<file path="src/common/scvs_pkg.sv">
// Purpose: Shared constants and types for the card supply sequencer.
// Assumes: 8-bit registers on a 16-bit register address, 40 MHz clock.
// Notes:   Every offset, field position and reset value lives here.
package scvs_pkg;

	// Register addresses.
	localparam logic [15:0] ADDR_IRQ_EN = 16'hfe02;
	localparam logic [15:0] ADDR_CTRL   = 16'hfe03;

	// Reset values.
	localparam logic [7:0] IRQ_EN_RESET = 8'h00;
	localparam logic [7:0] CTRL_RESET   = 8'h00;

	// Supply control and status field positions.
	localparam int CTRL_SEL_HI = 7;
	localparam int CTRL_SEL_LO = 6;
	localparam int CTRL_MODE   = 5;
	localparam int CTRL_RDY    = 4;
	localparam int CTRL_STABLE = 3;
	localparam int CTRL_PDN    = 0;

	// Interrupt enable field positions.
	localparam int IE_WAIT_TIMEOUT = 7;
	localparam int IE_CARD_EVENT   = 6;
	localparam int IE_SUPPLY_TIMER = 5;
	localparam int IE_RX_AVAILABLE = 4;
	localparam int IE_TX_EVENT     = 3;
	localparam int IE_TX_SENT      = 2;
	localparam int IE_TX_ERROR     = 1;
	localparam int IE_RX_ERROR     = 0;

	// Supply select encodings.
	localparam logic [1:0] SEL_OFF    = 2'h0;
	localparam logic [1:0] SEL_1V8    = 2'h1;
	localparam logic [1:0] SEL_3V0    = 2'h2;
	localparam logic [1:0] SEL_5V0    = 2'h3;

	// Spacing between successive card line changes.
	localparam int CLK_PERIOD_NS    = 25;
	localparam int LINE_STEP_NS     = 100;
	localparam int LINE_STEP_CYCLES =
		(LINE_STEP_NS + CLK_PERIOD_NS - 1) / CLK_PERIOD_NS;

	typedef enum logic [2:0] {
		ST_IDLE,
		ST_WAIT_STABLE,
		ST_ACTIVE,
		ST_DEACT,
		ST_SUPPLY_OFF,
		ST_LOCKED
	} scvs_state_type;

endpackage : scvs_pkg

</file>
<file path="src/common/scvs_line_if.sv">
// Purpose: Carries card line requests and states between the sequencer
//          and the line stepper.
// Assumes: Both ends run on the same clock.
// Notes:   Line states are registered in the stepper.
`timescale 1ns/100ps
interface scvs_line_if;
	logic go_up;
	logic go_down;
	logic lines_up;
	logic lines_down;
	logic card_rst_n;
	logic card_clk_en;
	logic card_io_en;

	modport ctrl (
		output go_up,
		output go_down,
		input  lines_up,
		input  lines_down,
		input  card_rst_n,
		input  card_clk_en,
		input  card_io_en
	);

	modport seq (
		input  go_up,
		input  go_down,
		output lines_up,
		output lines_down,
		output card_rst_n,
		output card_clk_en,
		output card_io_en
	);
endinterface : scvs_line_if

</file>
<file path="src/logic/scvs_line_stepper.sv">
// Purpose: Brings the card I/O, clock and reset lines up and down in order.
// Assumes: Requests come from logic on the same clock.
// Notes:   Down order is reset, then clock, then I/O; up is the reverse.
`timescale 1ns/100ps
module scvs_line_stepper
	import scvs_pkg::*;
#(
	parameter int STEP_CYCLES = LINE_STEP_CYCLES
) (
	input  wire logic i_clk,
	input  wire logic i_resetn,
	scvs_line_if.seq  line
);

	initial begin
		if (STEP_CYCLES < 1 || STEP_CYCLES > 255) begin
			$error("STEP_CYCLES must lie in 1..255");
		end
	end

	logic [1:0] stage_q;
	logic [1:0] stage_d;
	logic [7:0] wait_q;
	logic [7:0] wait_d;
	logic       step_due;
	logic       climb;
	logic       fall;

	assign step_due = (wait_q == 8'h00);
	assign fall     = line.go_down && (stage_q != 2'h0);
	assign climb    = line.go_up && !line.go_down && (stage_q != 2'h3);

	always_comb begin
		stage_d = stage_q;
		wait_d  = 8'h00;
		if (fall || climb) begin
			wait_d = step_due ? 8'(STEP_CYCLES - 1) : wait_q - 8'h01;
			if (step_due && fall) begin
				stage_d = stage_q - 2'h1;
			end else if (step_due) begin
				stage_d = stage_q + 2'h1;
			end
		end
	end

	always_ff @(posedge i_clk or negedge i_resetn) begin
		if (!i_resetn) begin
			stage_q          <= 2'h0;
			wait_q           <= 8'h00;
			line.lines_up    <= 1'b0;
			line.lines_down  <= 1'b1;
			line.card_rst_n  <= 1'b0;
			line.card_clk_en <= 1'b0;
			line.card_io_en  <= 1'b0;
		end else begin
			stage_q          <= stage_d;
			wait_q           <= wait_d;
			line.lines_up    <= (stage_d == 2'h3);
			line.lines_down  <= (stage_d == 2'h0);
			line.card_rst_n  <= (stage_d == 2'h3);
			line.card_clk_en <= (stage_d >= 2'h2);
			line.card_io_en  <= (stage_d >= 2'h1);
		end
	end

endmodule : scvs_line_stepper

</file>
<file path="src/logic/scvs_sequencer.sv">
// Purpose: Card slot supply activation and deactivation sequencer with the
//          per-source card interrupt enables.
// Assumes: Supply-stable and host fault arrive from pins; flags, card
//          events, mode and timer expiry come from logic on this clock.
// Notes:   Register reads answer in the cycle after the read strobe.
//
// The plain strobed port was decided locally.
`timescale 1ns/100ps

// How it works
// - Enable register holds one enable per source, bit 7 down to bit 0.
// - In synchronous mode bit 7 enables the receive length maximum interrupt.
// - A source interrupts only while enabled; its flag still sets regardless.
// - Writing a non-zero supply select starts activation at 1.8, 3.0 or 5 V.
// - A card event or supply-stable falling low starts deactivation.
// - Except on a host-fault emergency, deactivation shuts reset, clock and I/O first, then the supply.
// - With fault mode 0 a host fault in the wait-stable or active state drives both supply commands high.
// - Fault mode 0 gives an emergency slot deactivation on host fault; fault mode 1 ignores it.
// - With ready-start set, activation proceeds once supply is stable.
// - With ready-start clear, activation proceeds when the timer expires; an unstable supply then starts deactivation.
// - Control bit 3 is read only and shows supply stability.
// - Control bit 0 selects power-down when 1, normal operation when 0.
// - The supply control register resets to zero, supply off.
module scvs_sequencer
	import scvs_pkg::*;
#(
	parameter int STEP_CYCLES = LINE_STEP_CYCLES
) (
	input  wire logic        i_clk,
	input  wire logic        i_resetn,
	input  wire logic [15:0] i_addr,
	input  wire logic [7:0]  i_wdata,
	input  wire logic        i_wr,
	input  wire logic        i_rd,
	output logic      [7:0]  o_rdata,
	input  wire logic        i_supply_stable,
	input  wire logic        i_host_fault,
	input  wire logic        i_card_event,
	input  wire logic        i_supply_timer_expired,
	input  wire logic        i_sync_mode,
	input  wire logic [7:0]  i_irq_flags,
	input  wire logic        i_rx_length_max_flag,
	output logic             o_card_irq,
	output logic             o_supply_timer_start,
	output logic             o_supply_on,
	output logic      [1:0]  o_supply_level,
	output logic             o_supply_cmd_low_volt_n,
	output logic             o_supply_cmd_high_volt_n,
	output logic             o_card_rst_n,
	output logic             o_card_clk_en,
	output logic             o_card_io_en,
	output logic             o_slot_power_down,
	output logic             o_sequencer_busy
);

	initial begin
		if (STEP_CYCLES < 1 || STEP_CYCLES > 255) begin
			$error("STEP_CYCLES must lie in 1..255");
		end
	end

	// Maps a supply select code to the two active-low companion commands.
	// The low-voltage command covers 1.8 V and 3.0 V, the high one 5 V.
	function automatic logic [1:0] supply_cmd(input logic [1:0] sel);
		logic [1:0] cmd;
		cmd = 2'h3;
		if (sel == SEL_5V0) begin
			cmd = 2'h2;
		end else if (sel == SEL_1V8 || sel == SEL_3V0) begin
			cmd = 2'h1;
		end
		return cmd;
	endfunction : supply_cmd

	// True in the states in which the card supply is brought up and held, before any shutdown starts.
	function automatic logic in_supply_state(input scvs_state_type st);
		return (st == ST_WAIT_STABLE) || (st == ST_ACTIVE);
	endfunction : in_supply_state

	// ------------------------------------------------------------------
	// Pin synchronisers.
	// ------------------------------------------------------------------
	logic stable_meta_q;
	logic stable_sync_q;
	logic stable_prev_q;
	logic fault_meta_q;
	logic fault_sync_q;

	// Only the second flop of each pair is read; the stable copy is also
	// delayed once more to find its falling edge.
	always_ff @(posedge i_clk or negedge i_resetn) begin
		if (!i_resetn) begin
			stable_meta_q <= 1'b0;
			stable_sync_q <= 1'b0;
			stable_prev_q <= 1'b0;
			fault_meta_q  <= 1'b0;
			fault_sync_q  <= 1'b0;
		end else begin
			stable_meta_q <= i_supply_stable;
			stable_sync_q <= stable_meta_q;
			stable_prev_q <= stable_sync_q;
			fault_meta_q  <= i_host_fault;
			fault_sync_q  <= fault_meta_q;
		end
	end

	// ------------------------------------------------------------------
	// Register decode.
	// ------------------------------------------------------------------
	logic       sel_ie;
	logic       sel_ctrl;
	logic       wr_ie;
	logic       wr_ctrl;
	logic [7:0] ctrl_view;
	logic [7:0] rd_value;

	logic [7:0] irq_en_q;
	logic [1:0] supply_select_q;
	logic       host_fault_mode_q;
	logic       ready_start_q;
	logic       slot_power_down_q;

	assign sel_ie   = (i_addr == ADDR_IRQ_EN);
	assign sel_ctrl = (i_addr == ADDR_CTRL);
	assign wr_ie    = i_wr && sel_ie;
	assign wr_ctrl  = i_wr && sel_ctrl;

	// Bits 2:1 are unused and read as zero; bit 3 is live status.
	assign ctrl_view = {supply_select_q, host_fault_mode_q, ready_start_q,
		stable_sync_q, 2'h0, slot_power_down_q};

	assign rd_value = !i_rd ? 8'h00 :
		sel_ie ? irq_en_q :
		sel_ctrl ? ctrl_view : 8'h00;

	// Both select bits are taken from the one write that carries them.
	always_ff @(posedge i_clk or negedge i_resetn) begin
		if (!i_resetn) begin
			irq_en_q          <= IRQ_EN_RESET;
			supply_select_q   <= CTRL_RESET[CTRL_SEL_HI:CTRL_SEL_LO];
			host_fault_mode_q <= CTRL_RESET[CTRL_MODE];
			ready_start_q     <= CTRL_RESET[CTRL_RDY];
			slot_power_down_q <= CTRL_RESET[CTRL_PDN];
			o_rdata           <= 8'h00;
		end else begin
			o_rdata <= rd_value;
			if (wr_ie) begin
				irq_en_q <= i_wdata;
			end
			if (wr_ctrl) begin
				supply_select_q   <= i_wdata[CTRL_SEL_HI:CTRL_SEL_LO];
				host_fault_mode_q <= i_wdata[CTRL_MODE];
				ready_start_q     <= i_wdata[CTRL_RDY];
				slot_power_down_q <= i_wdata[CTRL_PDN];
			end
		end
	end

	// ------------------------------------------------------------------
	// Interrupt gating.
	// ------------------------------------------------------------------
	logic [7:0] irq_sources;
	logic       irq_d;

	// Bit 7 watches the receive length flag in synchronous mode.
	assign irq_sources = {i_sync_mode ? i_rx_length_max_flag
		: i_irq_flags[IE_WAIT_TIMEOUT], i_irq_flags[6:0]};

	// Flags stay set outside; only the request is masked.
	assign irq_d = |(irq_sources & irq_en_q);

	// ------------------------------------------------------------------
	// Supply sequencing.
	// ------------------------------------------------------------------
	// The stepper owns the card lines; the sequencer only asks for them to
	// come up or go down and waits for the all-down report.
	scvs_line_if line_bus ();

	scvs_line_stepper #(
		.STEP_CYCLES (STEP_CYCLES)
	) u_lines (
		.i_clk    (i_clk),
		.i_resetn (i_resetn),
		.line     (line_bus.seq)
	);

	scvs_state_type state_q;
	scvs_state_type state_d;
	logic           emerg_q;
	logic           emerg_d;
	logic           lock_q;
	logic           lock_d;
	logic           stable_fell;
	logic           fault_hit;
	logic           card_hit;
	logic           powered;
	logic           supplying_d;
	logic [1:0]     cmd_d;
	logic           timer_start_d;
	logic [1:0]     level_q;
	logic [1:0]     level_d;
	logic [1:0]     level_out_d;
	logic           busy_d;

	assign powered     = in_supply_state(state_q);
	assign stable_fell = stable_prev_q && !stable_sync_q;
	assign card_hit    = powered && (i_card_event || stable_fell);
	assign fault_hit   = powered && fault_sync_q &&
		!host_fault_mode_q;

	// Card events, a lost supply, a host fault and an unstable supply at
	// timer expiry lock the slot until firmware writes the select to zero;
	// a plain select of zero shuts down and returns straight to idle.
	always_comb begin
		state_d       = state_q;
		emerg_d       = emerg_q;
		lock_d        = lock_q;
		timer_start_d = 1'b0;
		case (state_q)
			ST_IDLE: begin
				emerg_d = 1'b0;
				lock_d  = 1'b0;
				if (supply_select_q != SEL_OFF) begin
					state_d       = ST_WAIT_STABLE;
					timer_start_d = 1'b1;
				end
			end
			ST_WAIT_STABLE: begin
				if (fault_hit) begin
					state_d = ST_DEACT;
					emerg_d = 1'b1;
					lock_d  = 1'b1;
				end else if (card_hit) begin
					state_d = ST_DEACT;
					lock_d  = 1'b1;
				end else if (supply_select_q == SEL_OFF) begin
					state_d = ST_DEACT;
				end else if (ready_start_q && stable_sync_q) begin
					state_d = ST_ACTIVE;
				end else if (i_supply_timer_expired && !stable_sync_q) begin
					state_d = ST_DEACT;
					lock_d  = 1'b1;
				end else if (i_supply_timer_expired) begin
					state_d = ST_ACTIVE;
				end
			end
			ST_ACTIVE: begin
				if (fault_hit) begin
					state_d = ST_DEACT;
					emerg_d = 1'b1;
					lock_d  = 1'b1;
				end else if (card_hit) begin
					state_d = ST_DEACT;
					lock_d  = 1'b1;
				end else if (supply_select_q == SEL_OFF) begin
					state_d = ST_DEACT;
				end
			end
			ST_DEACT: begin
				if (line_bus.lines_down) begin
					state_d = ST_SUPPLY_OFF;
				end
			end
			ST_SUPPLY_OFF: begin
				state_d = lock_q ? ST_LOCKED : ST_IDLE;
			end
			ST_LOCKED: begin
				if (supply_select_q == SEL_OFF) begin
					state_d = ST_IDLE;
				end
			end
			default: begin
				state_d = ST_IDLE;
			end
		endcase
	end

	assign line_bus.go_up   = (state_q == ST_ACTIVE);
	assign line_bus.go_down = (state_q != ST_ACTIVE);

	assign supplying_d = in_supply_state(state_d) || (state_d == ST_DEACT);

	// The level is captured when activation starts and held through the
	// shutdown, so clearing the select cannot cut the supply early.
	assign level_d     = (state_q == ST_IDLE) ? supply_select_q
		: level_q;
	assign level_out_d = supplying_d ? level_d : SEL_OFF;
	assign busy_d      = (state_d != ST_IDLE) && (state_d != ST_LOCKED);

	// An emergency or a finished shutdown forces both commands inactive.
	assign cmd_d = (fault_hit || emerg_d || !supplying_d) ? 2'h3
		: supply_cmd(level_d);

	always_ff @(posedge i_clk or negedge i_resetn) begin
		if (!i_resetn) begin
			state_q <= ST_IDLE;
			emerg_q <= 1'b0;
			lock_q  <= 1'b0;
			level_q <= SEL_OFF;
		end else begin
			state_q <= state_d;
			emerg_q <= emerg_d;
			lock_q  <= lock_d;
			level_q <= level_d;
		end
	end

	// Every top-level output except the card lines and read data is taken from a register here.
	always_ff @(posedge i_clk or negedge i_resetn) begin
		if (!i_resetn) begin
			o_card_irq               <= 1'b0;
			o_supply_timer_start     <= 1'b0;
			o_supply_on              <= 1'b0;
			o_supply_level           <= SEL_OFF;
			o_supply_cmd_low_volt_n  <= 1'b1;
			o_supply_cmd_high_volt_n <= 1'b1;
			o_slot_power_down        <= 1'b0;
			o_sequencer_busy         <= 1'b0;
		end else begin
			o_card_irq               <= irq_d;
			o_supply_timer_start     <= timer_start_d;
			o_supply_on              <= supplying_d;
			o_supply_level           <= level_out_d;
			o_supply_cmd_low_volt_n  <= cmd_d[1];
			o_supply_cmd_high_volt_n <= cmd_d[0];
			o_slot_power_down        <= slot_power_down_q;
			o_sequencer_busy         <= busy_d;
		end
	end

	// Card lines come straight from the stepper's flip-flops.
	assign o_card_rst_n  = line_bus.card_rst_n;
	assign o_card_clk_en = line_bus.card_clk_en;
	assign o_card_io_en  = line_bus.card_io_en;

endmodule : scvs_sequencer

</file>
<file path="config.mk">
export PLATFORM = sky130hd
export DESIGN_NAME = scvs_sequencer
export DESIGN_NICKNAME = d
export VERILOG_FILES = /design/src/common/scvs_pkg.sv /design/src/common/scvs_line_if.sv /design/src/logic/scvs_line_stepper.sv /design/src/logic/scvs_sequencer.sv
export SDC_FILE = /design/constraint.sdc
export NUM_CORES = 1
export LEC_CHECK = 0
export BUFFER_PORTS_ARGS = -buffer_cell sky130_fd_sc_hd__buf_2
export CORE_AREA = 2 2 88 90
export DETAILED_ROUTE_END_ITERATION = 16
export DIE_AREA = 0 0 90 92
export HOLD_SLACK_MARGIN = 0.05
export PLACE_DENSITY_LB_ADDON = 0.05
export RECOVER_POWER = 100
export SLEW_MARGIN = 30
export SYNTH_ARGS = -nofsm -noshare
export SYNTH_HDL_FRONTEND = slang
export SYNTH_SLANG_ARGS = --single-unit
</file>
<file path="constraint.sdc">
create_clock -name i_clk -period 2.7 [get_ports i_clk]
set_input_delay 0.54 -clock i_clk [delete_from_list [all_inputs] [get_ports i_clk]]
set_output_delay 0.54 -clock i_clk [all_outputs]
set_load 0.005 [all_outputs]
</file>
==> impl_metrics.env, run 1 <==
export IMPL_port_buffers=61
export IMPL_hpwl_um=3900
export IMPL_post_drt_via_cell_ratio=4.69
export IMPL_crit_fanout=15
export IMPL_finalPower_mw=2.42
export IMPL_area_growth_pct=18.6
export IMPL_crit_slowest_cell="dfrtp_1"
export IMPL_p_leak_nw=1.42
export IMPL_worst_pin_slew_ns=1.03
export IMPL_tritoncts="yes"
export IMPL_core_um2=7450
export IMPL_initial_core_util=0.336
export IMPL_reg2reg_from="state_q[0]"
export IMPL_post_cts_buffers=0
export IMPL_postRouteWirelength_um=5220
export IMPL_hold_class="in2async"
export IMPL_grt_total_usage=0.138
export IMPL_syn_area_per_cell_um2=12.1
export IMPL_fin_crit_ns=2.13
export IMPL_fin_skew_ns=0.00454
export IMPL_pre_cts_slack_ns=0.644
export IMPL_setup_slack_ns=0.567
export IMPL_drv_slew=0
export IMPL_seq_area_frac_synth=0.562
export IMPL_end_kind="flop"
export IMPL_ant_nets=0
export IMPL_grt_ovfl_total=0
export IMPL_place_area_um2=2920
export IMPL_reg2reg_depth=5
export IMPL_drv_cap=0
export IMPL_path_clk_slew_ns=0.10
export IMPL_antenna_found_initial=0
export IMPL_ios=62
export IMPL_synthesis_area_um2=2500
export IMPL_async_flop_share=1.00
export IMPL_fillers=754
export IMPL_synth_edff_count=0
export IMPL_hold_violations=0
export IMPL_synth_distinct_cells=51
export IMPL_cts_sinks=56
export IMPL_cp_start_kind="flop"
export IMPL_die_w_um=90
export IMPL_vias=1754
export IMPL_cts_resized=0
export IMPL_die_y_um=92
export IMPL_status="finished clean"
export IMPL_maxSlewHeadroom=0.315
export IMPL_cp_required_ns=2.93
export IMPL_min_period_over_period=0.790
export IMPL_max_stage_delay_ns=0.54
export IMPL_highest_layer="met4"
export IMPL_grt_max_degree=31
export IMPL_wl_per_cell_um=14.0
export IMPL_synth_seq_cells=56
export IMPL_insertedDiodeCount=0
export IMPL_crit_start="state_q[0]"
export IMPL_drtIter0Drc=83
export IMPL_nets=317
export IMPL_stdcell_area_um2=2970
export IMPL_final_cell_mix="dfrtp_1 (53), buf_2 (52), nor2_1 (24)"
export IMPL_synthFlopType="dfrtp_1"
export IMPL_wl_met3_um=245
export IMPL_grt_pass1_vias=1862
export IMPL_met1Wirelength_um=2420
export IMPL_peakVddDrop_mv=0.370
export IMPL_path_cells="o2bb2ai_1, or4_1, a2bb2oi_1, clkinv_1, o211ai_1"
export IMPL_drive_above_1_share=0.290
export IMPL_crit_type="reg2reg"
export IMPL_clock_latency_ns=0.30
export IMPL_drt_drc_violations_left=0
export IMPL_grt_setup_unrepaired="no"
export IMPL_max_freq_mhz=469
export IMPL_rows=32
export IMPL_syn_inst=207
export IMPL_p_per_area_nw_per_um2=817
export IMPL_drt_pass1_iter_count=4
export IMPL_numCtsBuffers=5
export IMPL_grt_first_pass_wirelength_um=9130
export IMPL_cts_hold_buf=0
export IMPL_setup_violations=0
export IMPL_syn_num_nets=253
export IMPL_dr_wl_met2_um=2480
export IMPL_cp_data_arrival_time_ns=2.36
export IMPL_root_buffer="clkbuf_8"
export IMPL_yosysWarnings=0
export IMPL_setup_tns_ns=0
export IMPL_h_tree_depth=2
export IMPL_cts_path_max_buffers=2
export IMPL_dieArea_um2=8280
export IMPL_gp_congestion=0.751
export IMPL_final_common_cell="dfrtp_1"
==> registers in the layout, summed over array words and instances (netlist names), 2 cells and up <==
signal           flops
irq_en_q             8
level_q              2
o_rdata              8
o_supply_level       2
state_q              3
supply_select_q      2
u_lines.stage_q      2
u_lines.wait_q       8
==> stage by stage <==
stage	hold WS, ns	utilization	std cells
after floorplan	0.244	-	207
after global placement	0.335	0.392	366
after detailed placement	0.338	0.392	366
after CTS	0.0711	0.405	374
after global routing	0.192	0.398	374
final	0.168	0.398	374
==> cell families (layout without fill, tap and decap cells) <==
kind of cell / Yosys count / in the layout / synth area share
and+or+nand+nor: 67 / 67 / 0.152
DFF: 56 / 56 / 0.562
AOI/OAI and AO/OA: 34 / 34 / 0.114
muxes: 23 / 23 / 0.0996
buffers and inverters: 16 / 81 / 0.0285
xor gates and xnor gates: 7 / 7 / 0.0245
adders and majority gates: 4 / 4 / 0.0200
==> final cells by class <==
class                      count  area (um^2)  area share
sequential                    56         1410       0.474
multi-input combinational    135          986       0.332
timing repair buffer          64          313       0.105
tap                          102          128      0.0430
clock buffer                   8          100      0.0338
inverter                       9         33.8      0.0114
==> cells in the mapped netlist (all sizes together), types with 2 or more instances <==
cell    count  share of area
nor4b       3          0.013
nand2      11          0.017
a31o        2         0.0070
nand4b      2         0.0070
nor3b       2         0.0060
nand4       5          0.013
dfstp       3          0.032
nor2       24          0.037
buf         7          0.015
inv         9          0.014
nor3        3         0.0060
mux2i       8          0.032
a221oi      2         0.0070
and4b       2         0.0080
a31oi       2         0.0050
xnor2       5          0.018
and2        3         0.0075
a21oi       7          0.016
dfrtp      53           0.53
o31ai       2         0.0060
a22oi       2         0.0060
mux2       15          0.068
a21o        2         0.0060
xor2        2         0.0070
nor2b       4          0.010
o41ai       2          0.010
o211ai      5          0.015
or4         2         0.0090
ha          4          0.020
==> power breakdown <==
| group | leakage, nW | internal, mW | switching [mW] |
|---|---|---|---|
| Sequential | 0.719 | 0.986 | 0.131 |
| Clock | 0.0515 | 0.235 | 0.258 |
| Combinational | 0.646 | 0.353 | 0.461 |
| Total | 1.42 | 1.57 | 0.850 |
==> critical path: cells and delay by family (launching register included) <==
kind	cells	cell delay, ns
flip-flops	1	0.54
AO/OA/AOI/OAI	3	0.87
AND/OR/NAND/NOR	1	0.43
buffers and inverters	1	0.22
==> per-layer routing <==
layer / track usage / up-vias
met5: 0 / -
met4: 0.0538 / 0
met3: 0.0238 / 5
met2: 0.227 / 42
met1: 0.183 / 836
li1: - / 871
==> worst paths after layout <==
kind,end,slack [ns]
setup / recovery,o_supply_cmd_low_volt_n,0.57
setup reg to reg,o_supply_cmd_low_volt_n,0.57
max in group asynchronous,u_lines.wait_q[5],1.23
min in group i_clk,fault_meta_q,0.34
hold / removal,o_slot_power_down,0.17
hold reg to reg,stable_sync_q,0.36
Note: power is estimated with default switching activity, not from simulation.
==> run 2: changes to the inputs <==
--- a/config.mk
+++ b/config.mk
@@ -5,10 +5,11 @@
 export SDC_FILE = /design/constraint.sdc
 export NUM_CORES = 1
 export LEC_CHECK = 0
+export ABC_AREA = 1
 export BUFFER_PORTS_ARGS = -buffer_cell sky130_fd_sc_hd__buf_2
-export CORE_AREA = 2 2 88 90
+export CORE_AREA = 2 2 87 89
 export DETAILED_ROUTE_END_ITERATION = 16
-export DIE_AREA = 0 0 90 92
+export DIE_AREA = 0 0 89 91
 export HOLD_SLACK_MARGIN = 0.05
 export PLACE_DENSITY_LB_ADDON = 0.05
 export RECOVER_POWER = 100
==> constraint.sdc (replaced) <==
create_clock -name i_clk -period 1.9 [get_ports i_clk]
set_input_delay 0.38 -clock i_clk [delete_from_list [all_inputs] [get_ports i_clk]]
set_output_delay 0.38 -clock i_clk [all_outputs]
set_load 0.005 [all_outputs]
==> impl_metrics.env, run 2 <==
export IMPL_syn_inst=262
export IMPL_cts_path_max_buffers=2
export IMPL_synth_seq_cells=56
export IMPL_cpLargestDelayFamily="simple AND/OR/NAND/NOR gates"
export IMPL_reg_top3="irq_en_q x8, o_rdata x8, u_lines.wait_q x8"
export IMPL_clock_latency_ns=0.31
export IMPL_cts_hold_buf=0
export IMPL_fillers=759
export IMPL_gp_congestion=0.736
export IMPL_final_common_cell="nand2_1"
export IMPL_drt_drc_violations_left=0
export IMPL_area_growth_pct=19.6
export IMPL_grt_setup_unrepaired="no"
export IMPL_core_um2=7140
export IMPL_dp_cells=422
export IMPL_max_stage_delay_ns=0.48
export IMPL_post_drt_via_cell_ratio=4.28
export IMPL_p_per_area_nw_per_um2=1230
export IMPL_path_cells="inv_1, nand3_2, inv_1, or2_2, o21ai_0, inv_1, ha_1, nand4_1"
export IMPL_drt_pass1_iter_count=4
export IMPL_crit_top_cell="inv_1"
export IMPL_peakVddDrop_mv=0.327
export IMPL_insertedDiodeCount=0
export IMPL_end_kind="flop"
export IMPL_grt_max_degree=57
export IMPL_synth_distinct_cells=29
export IMPL_p_seq_frac=0.450
export IMPL_ios=62
export IMPL_h_tree_depth=2
export IMPL_cp_data_arrival_time_ns=1.97
export IMPL_grt_ovfl_total=0
export IMPL_initial_core_util=0.340
export IMPL_r2r_setup_slack_ns=0.16
export IMPL_cts_sinks=56
export IMPL_synth_area_top_cells="dfrtp_1 (55%), nand2_1 (8.5%), inv_1 (6.8%)"
export IMPL_yosysWarnings=0
export IMPL_crit_slowest_cell="dfrtp_1"
export IMPL_status="finished clean"
export IMPL_async_flop_share=1.00
export IMPL_die_y_um=91
export IMPL_die_w_um=89
export IMPL_grt_total_usage=0.136
export IMPL_finalPower_mw=3.56
export IMPL_setup_tns_ns=0
export IMPL_grt_first_pass_wirelength_um=8470
export IMPL_antenna_found_initial=0
export IMPL_synth_area_leader_cell="dfrtp_1"
export IMPL_hpwl_um=3640
export IMPL_dieArea_um2=8100
export IMPL_crit_buf_inv=3
export IMPL_synthTopCellsByCount="nand2_1 (55), dfrtp_1 (53), inv_1 (44)"
export IMPL_root_buffer="clkbuf_8"
export IMPL_path_clk_slew_ns=0.10
export IMPL_synthesis_area_um2=2420
export IMPL_drv_slew=0
export IMPL_drive_above_1_share=0.227
export IMPL_p_switching_mw=1.33
export IMPL_crit_fanout=7
export IMPL_synthFlopType="dfrtp_1"
export IMPL_setup_violations=0
export IMPL_switching_share=0.374
export IMPL_syn_num_nets=308
export IMPL_tritoncts="yes"
export IMPL_cts_resized=0
export IMPL_final_cell_mix="nand2_1 (55), dfrtp_1 (53), buf_2 (51)"
export IMPL_grt_pass1_vias=1894
export IMPL_worst_pin_slew_ns=1.38
export IMPL_post_cts_buffers=0
export IMPL_synth_top_cell_area_share=0.547
export IMPL_wl_per_cell_um=11.2
export IMPL_fin_skew_ns=0.0100
export IMPL_hold_class="in2reg"
export IMPL_cp_start_kind="flop"
export IMPL_vias=1842
export IMPL_yosys_cell_count_top_type="nand2_1"
export IMPL_seq_area_frac_synth=0.580
export IMPL_numCtsBuffers=5
export IMPL_p_int_mw=2.23
export IMPL_nets=376
export IMPL_pwr_share_clk=0.184
export IMPL_hold_violations=0
export IMPL_port_buffers=61
export IMPL_synth_edff_count=0
export IMPL_p_leak_nw=1.52
export IMPL_fin_crit_ns=1.74
export IMPL_maxSlewHeadroom=0.0789
export IMPL_rows=31
export IMPL_drv_cap=0
export IMPL_crit_type="reg2reg"
export IMPL_postRouteWirelength_um=4830
export IMPL_cp_required_ns=2.13
export IMPL_final_instance_count_excl_fill=430
export IMPL_drtIter0Drc=64
export IMPL_min_period_over_period=0.914
export IMPL_syn_area_per_cell_um2=9.25
export IMPL_ant_nets=0
export IMPL_max_freq_mhz=576
export IMPL_p_comb_frac=0.366
-- run 2: cell count changes after synthesis, sizes merged, moves of 7 or more --
cell / delta
nor2: +8
nand2: +48
mux2i: -7
mux2: -15
o21ai: +22
nand3: +10
inv: +37
-- run 2: power groups by stage --
stage               Combinational [mW]  Sequential [mW]  Clock, mW
finish                            1.30             1.60      0.656
global route                      1.52             1.64      0.747
detailed placement                1.37             1.63          0
CTS                               1.38             1.61      0.697
global placement                  1.37             1.64          0
floorplan                         1.00             1.62          0
-- run 2: cell families (layout without fill, tap and decap cells) --
group                      after synthesis  in the layout  share of synthesized area
adders and majority gates                4              4                     0.0207
buffers and inverters                   47            116                     0.0759
AOI/OAI and AO/OA                       31             31                     0.0723
DFF                                     56             56                      0.580
muxes                                    1              1                    0.00413
xor gates and xnor gates                 8              8                     0.0289
and+or+nand+nor                        115            115                      0.218
-- run 2: final cells by class --
cell class              instances  area (um^2)  area share
flip-flops and latches         56         1410       0.485
well taps                      99          124      0.0427
multi-input cells             159          806       0.278
inverters                      46          173      0.0596
clock buffers                   5         68.8      0.0237
clock inverters                 3         23.8     0.00820
repair buffers                 62          298       0.103
-- run 2: path summary, 6_finish.rpt --
check                      cells after the start     startpoint                       to
setup / recovery                               8     state_q[2]  o_supply_cmd_low_volt_n
hold / removal                                 1   i_host_fault             fault_meta_q
setup reg to reg                               8     state_q[2]  o_supply_cmd_low_volt_n
hold reg to reg                                0  stable_meta_q            stable_sync_q
max in group asynchronous                      2       i_resetn        o_supply_level[0]
min in group asynchronous                      2       i_resetn        u_lines.wait_q[7]
-- run 2: routing by layer --
| layer | share of wire | track usage | vias up |
|---|---|---|---|
| met5 | 0 | 0 | - |
| met1 | 0.48 | 0.179 | 857 |
| met2 | 0.46 | 0.213 | 30 |
| met3 | 0.045 | 0.0391 | 7 |
| li1 | - | - | 948 |
| met4 | 0.016 | 0.0460 | 0 |
-- run 2: per-stage QoR --
stage                     worst slack (ns)  hold slack, ns  cell area, um^2   util
after floorplan                      0.376          0.0844             2420      -
after global placement               0.226           0.333             2860  0.401
after detailed placement             0.189           0.335             2860  0.401
after CTS                            0.166          0.0534             2950  0.414
after global routing                0.0294           0.132             2900  0.406
final                                0.164           0.163             2900  0.406
